<file path="src/core/ccia_regs.svh">
`ifndef CCIA_REGS_SVH
`define CCIA_REGS_SVH

// Register offsets (word index on the plain register port)
`define CCIA_ADDR_FIXED_SEL   6'h00
`define CCIA_ADDR_ITEM_BASE   6'h01
`define CCIA_ADDR_SUB_BASE    6'h10
`define CCIA_ADDR_LENGTH      6'h18
`define CCIA_ADDR_STATUS      6'h19
`define CCIA_ADDR_MASK        6'h1A

// Reset values
`define CCIA_SEL_NONE         16'h270F
`define CCIA_SUB_RESET        16'h0000
`define CCIA_MASK_RESET       4'h0

// Fixed-format instance codes and their lengths in bytes
`define CCIA_FMT_BASIC_SPD    16'h0046
`define CCIA_FMT_EXT_SPD      16'h0047
`define CCIA_FMT_SPD_TRQ      16'h0048
`define CCIA_FMT_EXT_SPD_TRQ  16'h0049
`define CCIA_FIXED_LEN_SHORT  3'h4
`define CCIA_FIXED_LEN_LONG   3'h6

// Event bit positions in status and mask
`define CCIA_EV_FRAME_DONE    0
`define CCIA_EV_MISSING_ITEM  1
`define CCIA_EV_BAD_FORMAT    2
`define CCIA_EV_OVERRUN       3

// Item byte widths
`define CCIA_WIDTH_MIN        3'h1
`define CCIA_WIDTH_MAX        3'h4

`endif

</file>
<file path="src/core/ccia_pkg.sv">
package ccia_pkg;

   // Assembly sequencer states
   typedef enum logic [2:0] {
      ST_IDLE,
      ST_FIXED,
      ST_REQ,
      ST_WAIT,
      ST_DATA,
      ST_END
   } ccia_state_t;

   typedef logic [3:0] ccia_events_t;

endpackage : ccia_pkg

</file>
<file path="src/core/ccia_assembly.sv">
`timescale 1ns/10ps
`include "ccia_regs.svh"
// Contract
// - Total payload length computed from all selections
// - Each item is one to four bytes
// - Selection 9999 gives zero length, omitted
// - Nonexistent item index yields zero data
// - Payload starts with four/six byte fixed block
// - Items follow in order, low byte first
// - Items 1-10 use paired subindices, rest zero
// - Status fields taken from supervisor object
// - Drive state, speed, torque taken from drive object
module ccia_assembly #(
   parameter int         ITEMS         = 14,
   parameter int         SUB_ITEMS     = 10,
   parameter logic [2:0] MISSING_WIDTH = 3'h2
) (
   input  wire logic        core_clk,
   input  wire logic        resetn,
   input  wire logic [5:0]  regAddr,
   input  wire logic [15:0] regWdata,
   input  wire logic        regWrite,
   input  wire logic        regRead,
   output logic      [15:0] regRdata,
   output logic             irq,
   input  wire logic        cycleTrigger,
   input  wire logic        faulted,
   input  wire logic        warning,
   input  wire logic        forward_running_flag,
   input  wire logic        reverse_running_flag,
   input  wire logic        ready,
   input  wire logic        network_command_source_flag,
   input  wire logic [7:0]  driveState,
   input  wire logic        network_reference_source_flag,
   input  wire logic        speed_reached_flag,
   input  wire logic [15:0] measured_speed,
   input  wire logic [15:0] measured_torque,
   output logic             lookupReq,
   output logic      [15:0] lookupIndex,
   output logic      [7:0]  lookupSubindex,
   input  wire logic        lookupAck,
   input  wire logic        lookupExists,
   input  wire logic [2:0]  lookupWidth,
   input  wire logic [31:0] lookupData,
   output logic             outValid,
   output logic      [7:0]  outData,
   output logic             outFirst,
   input  wire logic        outReady,
   output logic             frameDone,
   output logic      [7:0]  payloadLength
);

   ccia_pkg::ccia_state_t state_q;
   logic [15:0]           fixedSel_q;
   logic [15:0]           itemSel_q [ITEMS];
   logic [15:0]           subSel_q [SUB_ITEMS/2];
   logic [3:0]            itemIdx_q;
   logic [2:0]            byteIdx_q;
   logic [2:0]            fixedLen_q;
   logic [2:0]            curWidth_q;
   logic [31:0]           itemData_q;
   logic [47:0]           fixedImg_q;
   logic [7:0]            byteCnt_q;
   logic [7:0]            length_q;
   logic                  outValid_q;
   logic [7:0]            outData_q;
   logic                  outFirst_q;
   logic                  frameDone_q;
   logic [15:0]           lookupIndex_q;
   logic [7:0]            lookupSub_q;
   logic [15:0]           regRdata_q;
   ccia_pkg::ccia_events_t status_q;
   ccia_pkg::ccia_events_t mask_q;
   ccia_pkg::ccia_events_t events;
   logic                  slotFree;
   logic                  emit;
   logic [7:0]            emitByte;
   logic [2:0]            fmtLen;
   logic                  itemHit;
   logic                  subHit;
   logic [3:0]            itemOff;
   logic [2:0]            subOff;

   // Fixed block length for a selection; 9999 and unknown codes are empty
   function automatic logic [2:0] fixedLength(input logic [15:0] sel);
      case (sel)
         `CCIA_FMT_BASIC_SPD,
         `CCIA_FMT_EXT_SPD:     fixedLength = `CCIA_FIXED_LEN_SHORT;
         `CCIA_FMT_SPD_TRQ,
         `CCIA_FMT_EXT_SPD_TRQ: fixedLength = `CCIA_FIXED_LEN_LONG;
         default:               fixedLength = 3'h0;
      endcase
   endfunction : fixedLength

   // Source data type widths outside 1..4 are clamped
   function automatic logic [2:0] clampWidth(input logic [2:0] w);
      if (w < `CCIA_WIDTH_MIN) begin
         clampWidth = `CCIA_WIDTH_MIN;
      end else if (w > `CCIA_WIDTH_MAX) begin
         clampWidth = `CCIA_WIDTH_MAX;
      end else begin
         clampWidth = w;
      end
   endfunction : clampWidth

   // Subindex for item idx (0-based): even items low byte, odd items high byte
   function automatic logic [7:0] subFor(input logic [3:0] idx,
                                         input logic [15:0] pair);
      if (32'(idx) >= SUB_ITEMS) begin
         subFor = 8'h00;
      end else if (idx[0]) begin
         subFor = pair[15:8];
      end else begin
         subFor = pair[7:0];
      end
   endfunction : subFor

   // Output slot may take a byte when empty or being drained now
   assign slotFree = !outValid_q || outReady;
   assign fmtLen   = fixedLength(fixedSel_q);
   assign emit     = slotFree && (state_q == ccia_pkg::ST_FIXED || state_q == ccia_pkg::ST_DATA);

   // Byte to emit: fixed image or current item, low byte first
   always_comb begin
      if (state_q == ccia_pkg::ST_FIXED) begin
         emitByte = fixedImg_q[{byteIdx_q, 3'h0} +: 8];
      end else begin
         emitByte = itemData_q[{byteIdx_q[1:0], 3'h0} +: 8];
      end
   end

   // Sequencer: fixed block, then items 1..14 in order, packed
   always_ff @(posedge core_clk or negedge resetn) begin
      if (!resetn) begin
         state_q    <= ccia_pkg::ST_IDLE;
         itemIdx_q  <= 4'h0;
         byteIdx_q  <= 3'h0;
         fixedLen_q <= 3'h0;
         curWidth_q <= 3'h0;
         itemData_q <= 32'h0000_0000;
         byteCnt_q  <= 8'h00;
      end else begin
         case (state_q)
            ccia_pkg::ST_IDLE: begin
               if (cycleTrigger) begin
                  fixedLen_q <= fmtLen;
                  itemIdx_q  <= 4'h0;
                  byteIdx_q  <= 3'h0;
                  byteCnt_q  <= 8'h00;
                  state_q    <= (fmtLen != 3'h0) ? ccia_pkg::ST_FIXED : ccia_pkg::ST_REQ;
               end
            end
            ccia_pkg::ST_FIXED: begin
               if (slotFree) begin
                  byteCnt_q <= byteCnt_q + 8'h01;
                  if (byteIdx_q == fixedLen_q - 3'h1) begin
                     byteIdx_q <= 3'h0;
                     state_q   <= ccia_pkg::ST_REQ;
                  end else begin
                     byteIdx_q <= byteIdx_q + 3'h1;
                  end
               end
            end
            ccia_pkg::ST_REQ: begin
               if (32'(itemIdx_q) >= ITEMS) begin
                  state_q <= ccia_pkg::ST_END;
               end else if (itemSel_q[itemIdx_q] == `CCIA_SEL_NONE) begin
                  itemIdx_q <= itemIdx_q + 4'h1;
               end else begin
                  state_q <= ccia_pkg::ST_WAIT;
               end
            end
            ccia_pkg::ST_WAIT: begin
               if (lookupAck) begin
                  curWidth_q <= lookupExists ? clampWidth(lookupWidth) : MISSING_WIDTH;
                  itemData_q <= lookupExists ? lookupData : 32'h0000_0000;
                  byteIdx_q  <= 3'h0;
                  state_q    <= ccia_pkg::ST_DATA;
               end
            end
            ccia_pkg::ST_DATA: begin
               if (slotFree) begin
                  byteCnt_q <= byteCnt_q + 8'h01;
                  if (byteIdx_q == curWidth_q - 3'h1) begin
                     byteIdx_q <= 3'h0;
                     itemIdx_q <= itemIdx_q + 4'h1;
                     state_q   <= ccia_pkg::ST_REQ;
                  end else begin
                     byteIdx_q <= byteIdx_q + 3'h1;
                  end
               end
            end
            ccia_pkg::ST_END: begin
               if (slotFree) begin
                  state_q <= ccia_pkg::ST_IDLE;
               end
            end
            default: begin
               state_q <= ccia_pkg::ST_IDLE;
            end
         endcase
      end
   end

   // Lookup address latched on entry so it stays steady while waiting
   always_ff @(posedge core_clk or negedge resetn) begin
      if (!resetn) begin
         lookupIndex_q <= 16'h0000;
         lookupSub_q   <= 8'h00;
      end else if (state_q == ccia_pkg::ST_REQ && 32'(itemIdx_q) < ITEMS) begin
         lookupIndex_q <= itemSel_q[itemIdx_q];
         lookupSub_q   <= subFor(itemIdx_q, subSel_q[itemIdx_q[3:1] % 3'(SUB_ITEMS/2)]);
      end
   end

   assign lookupReq      = (state_q == ccia_pkg::ST_WAIT);
   assign lookupIndex    = lookupIndex_q;
   assign lookupSubindex = lookupSub_q;

   // Snapshot of drive state at trigger so multi-byte values never tear
   always_ff @(posedge core_clk or negedge resetn) begin
      if (!resetn) begin
         fixedImg_q <= 48'h0000_0000_0000;
      end else if (state_q == ccia_pkg::ST_IDLE && cycleTrigger) begin
         case (fixedSel_q)
            `CCIA_FMT_EXT_SPD, `CCIA_FMT_EXT_SPD_TRQ: begin
               fixedImg_q[7:0]  <= {speed_reached_flag, network_reference_source_flag,
                                    network_command_source_flag, ready,
                                    reverse_running_flag, forward_running_flag,
                                    warning, faulted};
               fixedImg_q[15:8] <= driveState;
            end
            default: begin
               fixedImg_q[7:0]  <= {5'h00, forward_running_flag, 1'b0, faulted};
               fixedImg_q[15:8] <= 8'h00;
            end
         endcase
         fixedImg_q[31:16] <= measured_speed;
         fixedImg_q[47:32] <= measured_torque;
      end
   end

   // Output byte holding register
   always_ff @(posedge core_clk or negedge resetn) begin
      if (!resetn) begin
         outValid_q <= 1'b0;
         outData_q  <= 8'h00;
         outFirst_q <= 1'b0;
      end else if (emit) begin
         outValid_q <= 1'b1;
         outData_q  <= emitByte;
         outFirst_q <= (byteCnt_q == 8'h00);
      end else if (outReady) begin
         outValid_q <= 1'b0;
         outFirst_q <= 1'b0; // Flag leaves with its byte, never lingers
      end
   end

   assign outValid = outValid_q;
   assign outData  = outData_q;
   assign outFirst = outFirst_q;

   // Frame completion: length published once the last byte is taken
   always_ff @(posedge core_clk or negedge resetn) begin
      if (!resetn) begin
         length_q    <= 8'h00;
         frameDone_q <= 1'b0;
      end else begin
         frameDone_q <= (state_q == ccia_pkg::ST_END) && slotFree;
         if (state_q == ccia_pkg::ST_END && slotFree) begin
            length_q <= byteCnt_q;
         end
      end
   end

   assign frameDone     = frameDone_q;
   assign payloadLength = length_q;

   // Register decode
   assign itemOff = 4'(regAddr - `CCIA_ADDR_ITEM_BASE);
   assign subOff  = 3'(regAddr - `CCIA_ADDR_SUB_BASE);
   assign itemHit = regAddr >= `CCIA_ADDR_ITEM_BASE && 32'(itemOff) < ITEMS
                    && regAddr < `CCIA_ADDR_SUB_BASE;
   assign subHit  = regAddr >= `CCIA_ADDR_SUB_BASE && 32'(subOff) < SUB_ITEMS/2
                    && regAddr < `CCIA_ADDR_LENGTH;

   // Selection registers; fixed selection takes effect at the next trigger, item and subindex selections when each item is fetched
   always_ff @(posedge core_clk or negedge resetn) begin
      if (!resetn) begin
         fixedSel_q <= `CCIA_SEL_NONE;
         mask_q     <= `CCIA_MASK_RESET;
         for (int i = 0; i < ITEMS; i++) begin
            itemSel_q[i] <= `CCIA_SEL_NONE;
         end
         for (int i = 0; i < SUB_ITEMS/2; i++) begin
            subSel_q[i] <= `CCIA_SUB_RESET;
         end
      end else if (regWrite) begin
         if (regAddr == `CCIA_ADDR_FIXED_SEL) begin
            fixedSel_q <= regWdata;
         end
         if (regAddr == `CCIA_ADDR_MASK) begin
            mask_q <= regWdata[3:0];
         end
         if (itemHit) begin
            itemSel_q[itemOff] <= regWdata;
         end
         if (subHit) begin
            subSel_q[subOff] <= regWdata;
         end
      end
   end

   // Events of this cycle
   always_comb begin
      events = 4'h0;
      events[`CCIA_EV_FRAME_DONE]   = (state_q == ccia_pkg::ST_END) && slotFree;
      events[`CCIA_EV_MISSING_ITEM] = (state_q == ccia_pkg::ST_WAIT) && lookupAck && !lookupExists;
      events[`CCIA_EV_BAD_FORMAT]   = (state_q == ccia_pkg::ST_IDLE) && cycleTrigger
                                      && fmtLen == 3'h0 && fixedSel_q != `CCIA_SEL_NONE;
      events[`CCIA_EV_OVERRUN]      = (state_q != ccia_pkg::ST_IDLE) && cycleTrigger;
   end

   // Sticky status, write one to clear; a new event wins over the clear
   always_ff @(posedge core_clk or negedge resetn) begin
      if (!resetn) begin
         status_q <= 4'h0;
      end else begin
         status_q <= (status_q & ~((regWrite && regAddr == `CCIA_ADDR_STATUS) ?
                                   regWdata[3:0] : 4'h0)) | events;
      end
   end

   assign irq = |(status_q & mask_q);

   // Read data, valid the cycle after the strobe; unmapped reads zero
   always_ff @(posedge core_clk or negedge resetn) begin
      if (!resetn) begin
         regRdata_q <= 16'h0000;
      end else if (regRead) begin
         if (regAddr == `CCIA_ADDR_FIXED_SEL) begin
            regRdata_q <= fixedSel_q;
         end else if (itemHit) begin
            regRdata_q <= itemSel_q[itemOff];
         end else if (subHit) begin
            regRdata_q <= subSel_q[subOff];
         end else if (regAddr == `CCIA_ADDR_LENGTH) begin
            regRdata_q <= {8'h00, length_q};
         end else if (regAddr == `CCIA_ADDR_STATUS) begin
            regRdata_q <= {12'h000, status_q};
         end else if (regAddr == `CCIA_ADDR_MASK) begin
            regRdata_q <= {12'h000, mask_q};
         end else begin
            regRdata_q <= 16'h0000;
         end
      end else begin
         regRdata_q <= 16'h0000;
      end
   end

   assign regRdata = regRdata_q;

endmodule : ccia_assembly

</file>
<file path="config.mk">
export PLATFORM = sky130hd
export DESIGN_NAME = ccia_assembly
export DESIGN_NICKNAME = d
export VERILOG_FILES = /design/src/core/ccia_pkg.sv /design/src/core/ccia_assembly.sv
export VERILOG_INCLUDE_DIRS = /design/src /design/src/core
export SDC_FILE = /design/constraint.sdc
export NUM_CORES = 1
export LEC_CHECK = 0
export ABC_AREA = 0
export BUFFER_PORTS_ARGS = -buffer_cell sky130_fd_sc_hd__buf_2
export CORE_ASPECT_RATIO = 1.2
export CORE_MARGIN = 3
export CORE_UTILIZATION = 49
export CTS_CLUSTER_SIZE = 10
export DETAILED_ROUTE_END_ITERATION = 6
export PLACE_DENSITY_LB_ADDON = 0.12
export SYNTH_ARGS = -nofsm -noshare
export SYNTH_HDL_FRONTEND = slang
export SYNTH_SLANG_ARGS = --single-unit
</file>
<file path="constraint.sdc">
create_clock -name core_clk -period 3.5 [get_ports core_clk]
set_clock_uncertainty 0.1 [all_clocks]
set_input_delay 0.175 -clock core_clk [delete_from_list [all_inputs] [get_ports core_clk]]
set_output_delay 0.175 -clock core_clk [all_outputs]
set_load 0.05 [all_outputs]
</file>
==> metrics.yaml <==
critical_path:
  slowest_delay_ns: 0.63
  crit_chain: "buf_12, mux4_2, mux2i_1, o221ai_1, or4_4, o31ai_4, nand2_2, mux2_4"
  crit_path_end_kind: "register"
  critPathSlowestCell: "dfrtp_4"
  reg2reg_slack_ns: 0.13
  crit_type: "reg -> reg"
  required_ns: 3.90
  cp.arrival_ns: 3.78
  cp-start-kind: "register"
  cp_max_fo: 17
  startpoint: "itemIdx_q[1]$_DFFE_PN0P_"
  timing.rr.start: "itemIdx_q[1]$_DFFE_PN0P_"
  r2r-end: "itemIdx_q[1]$_DFFE_PN0P_"
  r2r_cells: 8
  crit_path_end: "itemIdx_q[1]$_DFFE_PN0P_"
clock_network:
  cts-root-buf: "clkbuf_16"
  cts_tree: "yes"
  clock-sinks: 490
  cts_htree_levels: 2
  post_cts_buffers: 0
  cts_max_path_buffers: 3
  cts_inserted_buffers: 56
  clkLatencyLatePin_ns: 0.63
  clkTransAtPathRegs_ns: 0.06
floorplan:
  core_um2: 50560
  die_w_um: 213.2
  ios: 174
  initial_utilization_pct: 49.93
  rows: 90
  die_area_um2: 54290
  die_y_um: 254.6
power_and_ir_drop:
  p_total_mw: 19.47
  leakagePower_nw: 13.50
  irDropWorstVdd_mv: 0.6811
  cellPowerDensity_nw_per_um2: 649.4
logic_synthesis:
  syn_area_per_cell_um2: 12.28
  synth_cells: 2056
  synth_top_area_cell: "dfrtp_1"
  synth_area_um2: 25240
  synth_nets: 2183
  ys.flop_type: "dfrtp_1"
  synth-edff-count: 0
  synth.top_cells.by_area: "dfrtp_1 37%, mux2_2 16%, dfstp_2 12%"
  ys_ff_latch: 490
  yosysSeqAreaShare_pct: 49.17
  ys.warnings.count: 0
  ys_async_sr_fraction_pct: 100.0
  synth.distinct_cells: 68
  synthTopCellsByCount: "370 x dfrtp_1, 348 x mux2_2, 245 x nand2_1"
  yosysMostFrequentCell: "dfrtp_1"
  synth_top_area_share_pct: 36.68
routing:
  drtIter0Drc: 1365
  drt-pass1-iter-count: 6
  antenna_left: 0
  wl_mm: 75.91
  wl_per_cell_um: 25.15
  vias_per_cell: 6.084
  num_vias: 18360
  drc: 0
global_routing:
  grt_overflow: 0
  grt_pass1_vias: 19290
  grt_max_degree: 116
  antenna_found_initial: 0
  grt_pass1_wl_mm: 116.3
  grt_use_total_pct: 28.28
sta:
  setup_violations: 0
  fin_crit_ns: 3.375
  finalCritPeriodShare_pct: 96.42
  final_hold_viol_count: 0
  maxSlewHeadroom_pct: 28.00
  fmax_mhz: 296.3
  slew_viol_final: 0
  setup_slack_ns: 0.1253
  rsz0062_at_grt: "false"
  setup_tns_ns: 0
  worst_pin_slew_ns: 1.076
outcome:
  status: "finished clean"
place:
  dpl.hpwl_mm: 50.78
  routabilityCongestion: 0.9033
  placed_cells: 2800
  pre_cts_slack_ns: 0.03110
  port_buffers: 173
cells_and_area:
  drive_gt1_share_pct: 40.10
  instances_no_fill: 3018
  layout.nets: 2453
  area_growth_pct: 18.75
  insertedDiodeCount: 0
worst_hold_path:
  hold_depth: 3
  hp-class: "in -> reg"
run:
  cap_violations: 0
report_power, final:
group	total, mW	leakage, nW	switching (mW)	internal (mW)
clock network	5.54	0.802	2.37	3.17
registers	7.94	6.14	0.960	6.98
logic	5.99	6.57	3.40	2.59
total	19.5	13.5	6.73	12.7
what timing repair did:
item / in CTS / in global routing
setup endpoints to repair: 0 / 1
hold buffers: 112 / 0
resized for setup: 0 / 1
endpoints found under the hold margin: 178 / 0
logic make-up after synthesis:
group                      share of synthesized area [%]
muxes                                              30.82
DFF                                                49.17
and+or+nand+nor                                    7.846
AOI/OAI and AO/OA                                  7.623
buffers and inverters                              3.365
adders and majority gates                         0.6939
xor gates and xnor gates                          0.4808
layout make-up:
type	count	area, um2
fillers	4074	20580
flip-flops and latches	490	12420
multi-input cells	1361	12060
repair buffers	383	2873
clock buffers	103	1619
well taps	644	805.8
inverters	34	127.6
clock inverters	3	70.07
sequential cells by signal, summed over array words and instances, names as in the netlist, 8 cells and up:
| signal | count |
|---|---|
| subSel_q | 80 |
| lookupSubindex | 8 |
| payloadLength | 8 |
| itemSel_q | 224 |
| fixedImg_q | 48 |
| outData | 8 |
| itemData_q | 32 |
| regRdata | 16 |
| fixedSel_q | 16 |
| lookupIndex | 16 |
| byteCnt_q | 8 |
metrics by stage:
step | utilization, % | cell area (um2) | hold slack [ns]
3_3_place_gp | 53.72 | 27160 | 0.2552
5_1_grt | 59.29 | 29980 | 0.03407
3_5_place_dp | 53.72 | 27160 | 0.2400
6_report | 59.29 | 29980 | 0.03133
4_1_cts | 59.28 | 29970 | 0.0003721
2_1_floorplan | - | 25240 | -0.2206
worst max-delay path: cells and delay by family, from the launching register on:
| family | cells | cell delay [ns] |
|---|---|---|
| multiplexers | 3 | 1.08 |
| buffers and inverters | 1 | 0.22 |
| flip-flops | 1 | 0.63 |
| AND/OR/NAND/NOR | 2 | 0.73 |
| AO/OA/AOI/OAI | 2 | 0.49 |
how the worst min path moves through the flow:
stage                 start                    endpoint
6_report       lookupExists  itemData_q[21]$_DFFE_PN0P_
5_1_grt        regWdata[10]   itemSel_q[42]$_DFFE_PN1P_
4_1_cts        lookupExists  itemData_q[31]$_DFFE_PN0P_
3_5_place_dp         resetn  itemSel_q[171]$_DFFE_PN0P_
3_3_place_gp         resetn  itemSel_q[187]$_DFFE_PN0P_
2_1_floorplan        resetn    byteCnt_q[0]$_DFFE_PN0P_
routing by layer:
layer / wire, um / share of wire [%] / GRT usage [%] / vias to the layer above
li1: - / - / - / 8049
met1: 29940 / 39 / 36.36 / 9477
met2: 38190 / 50 / 47.95 / 694
met3: 4964 / 6.5 / 5.106 / 142
met4: 2821 / 3.7 / 10.90 / 0
met5: 0 / 0 / 0 / -
cells in the final DEF (no fill, tap or decap), types with 8 or more instances in the layout:
cell	count
a211oi_1	8
a21oi_1	50
a22o_1	26
a31oi_1	17
buf_12	11
buf_2	171
buf_4	88
clkbuf_1	44
clkbuf_16	57
dfrtp_1	367
dfstp_2	120
dlygate4sd3_1	112
ha_1	13
inv_1	32
mux2_2	348
mux2i_1	105
mux4_2	123
nand2_1	244
nand2b_1	16
nand3_1	27
nor2_1	81
nor2_2	8
nor3_1	14
nor3b_1	11
o21ai_0	108
o22ai_1	31
xor2_1	9
Note: power is estimated with default switching activity, not from simulation.
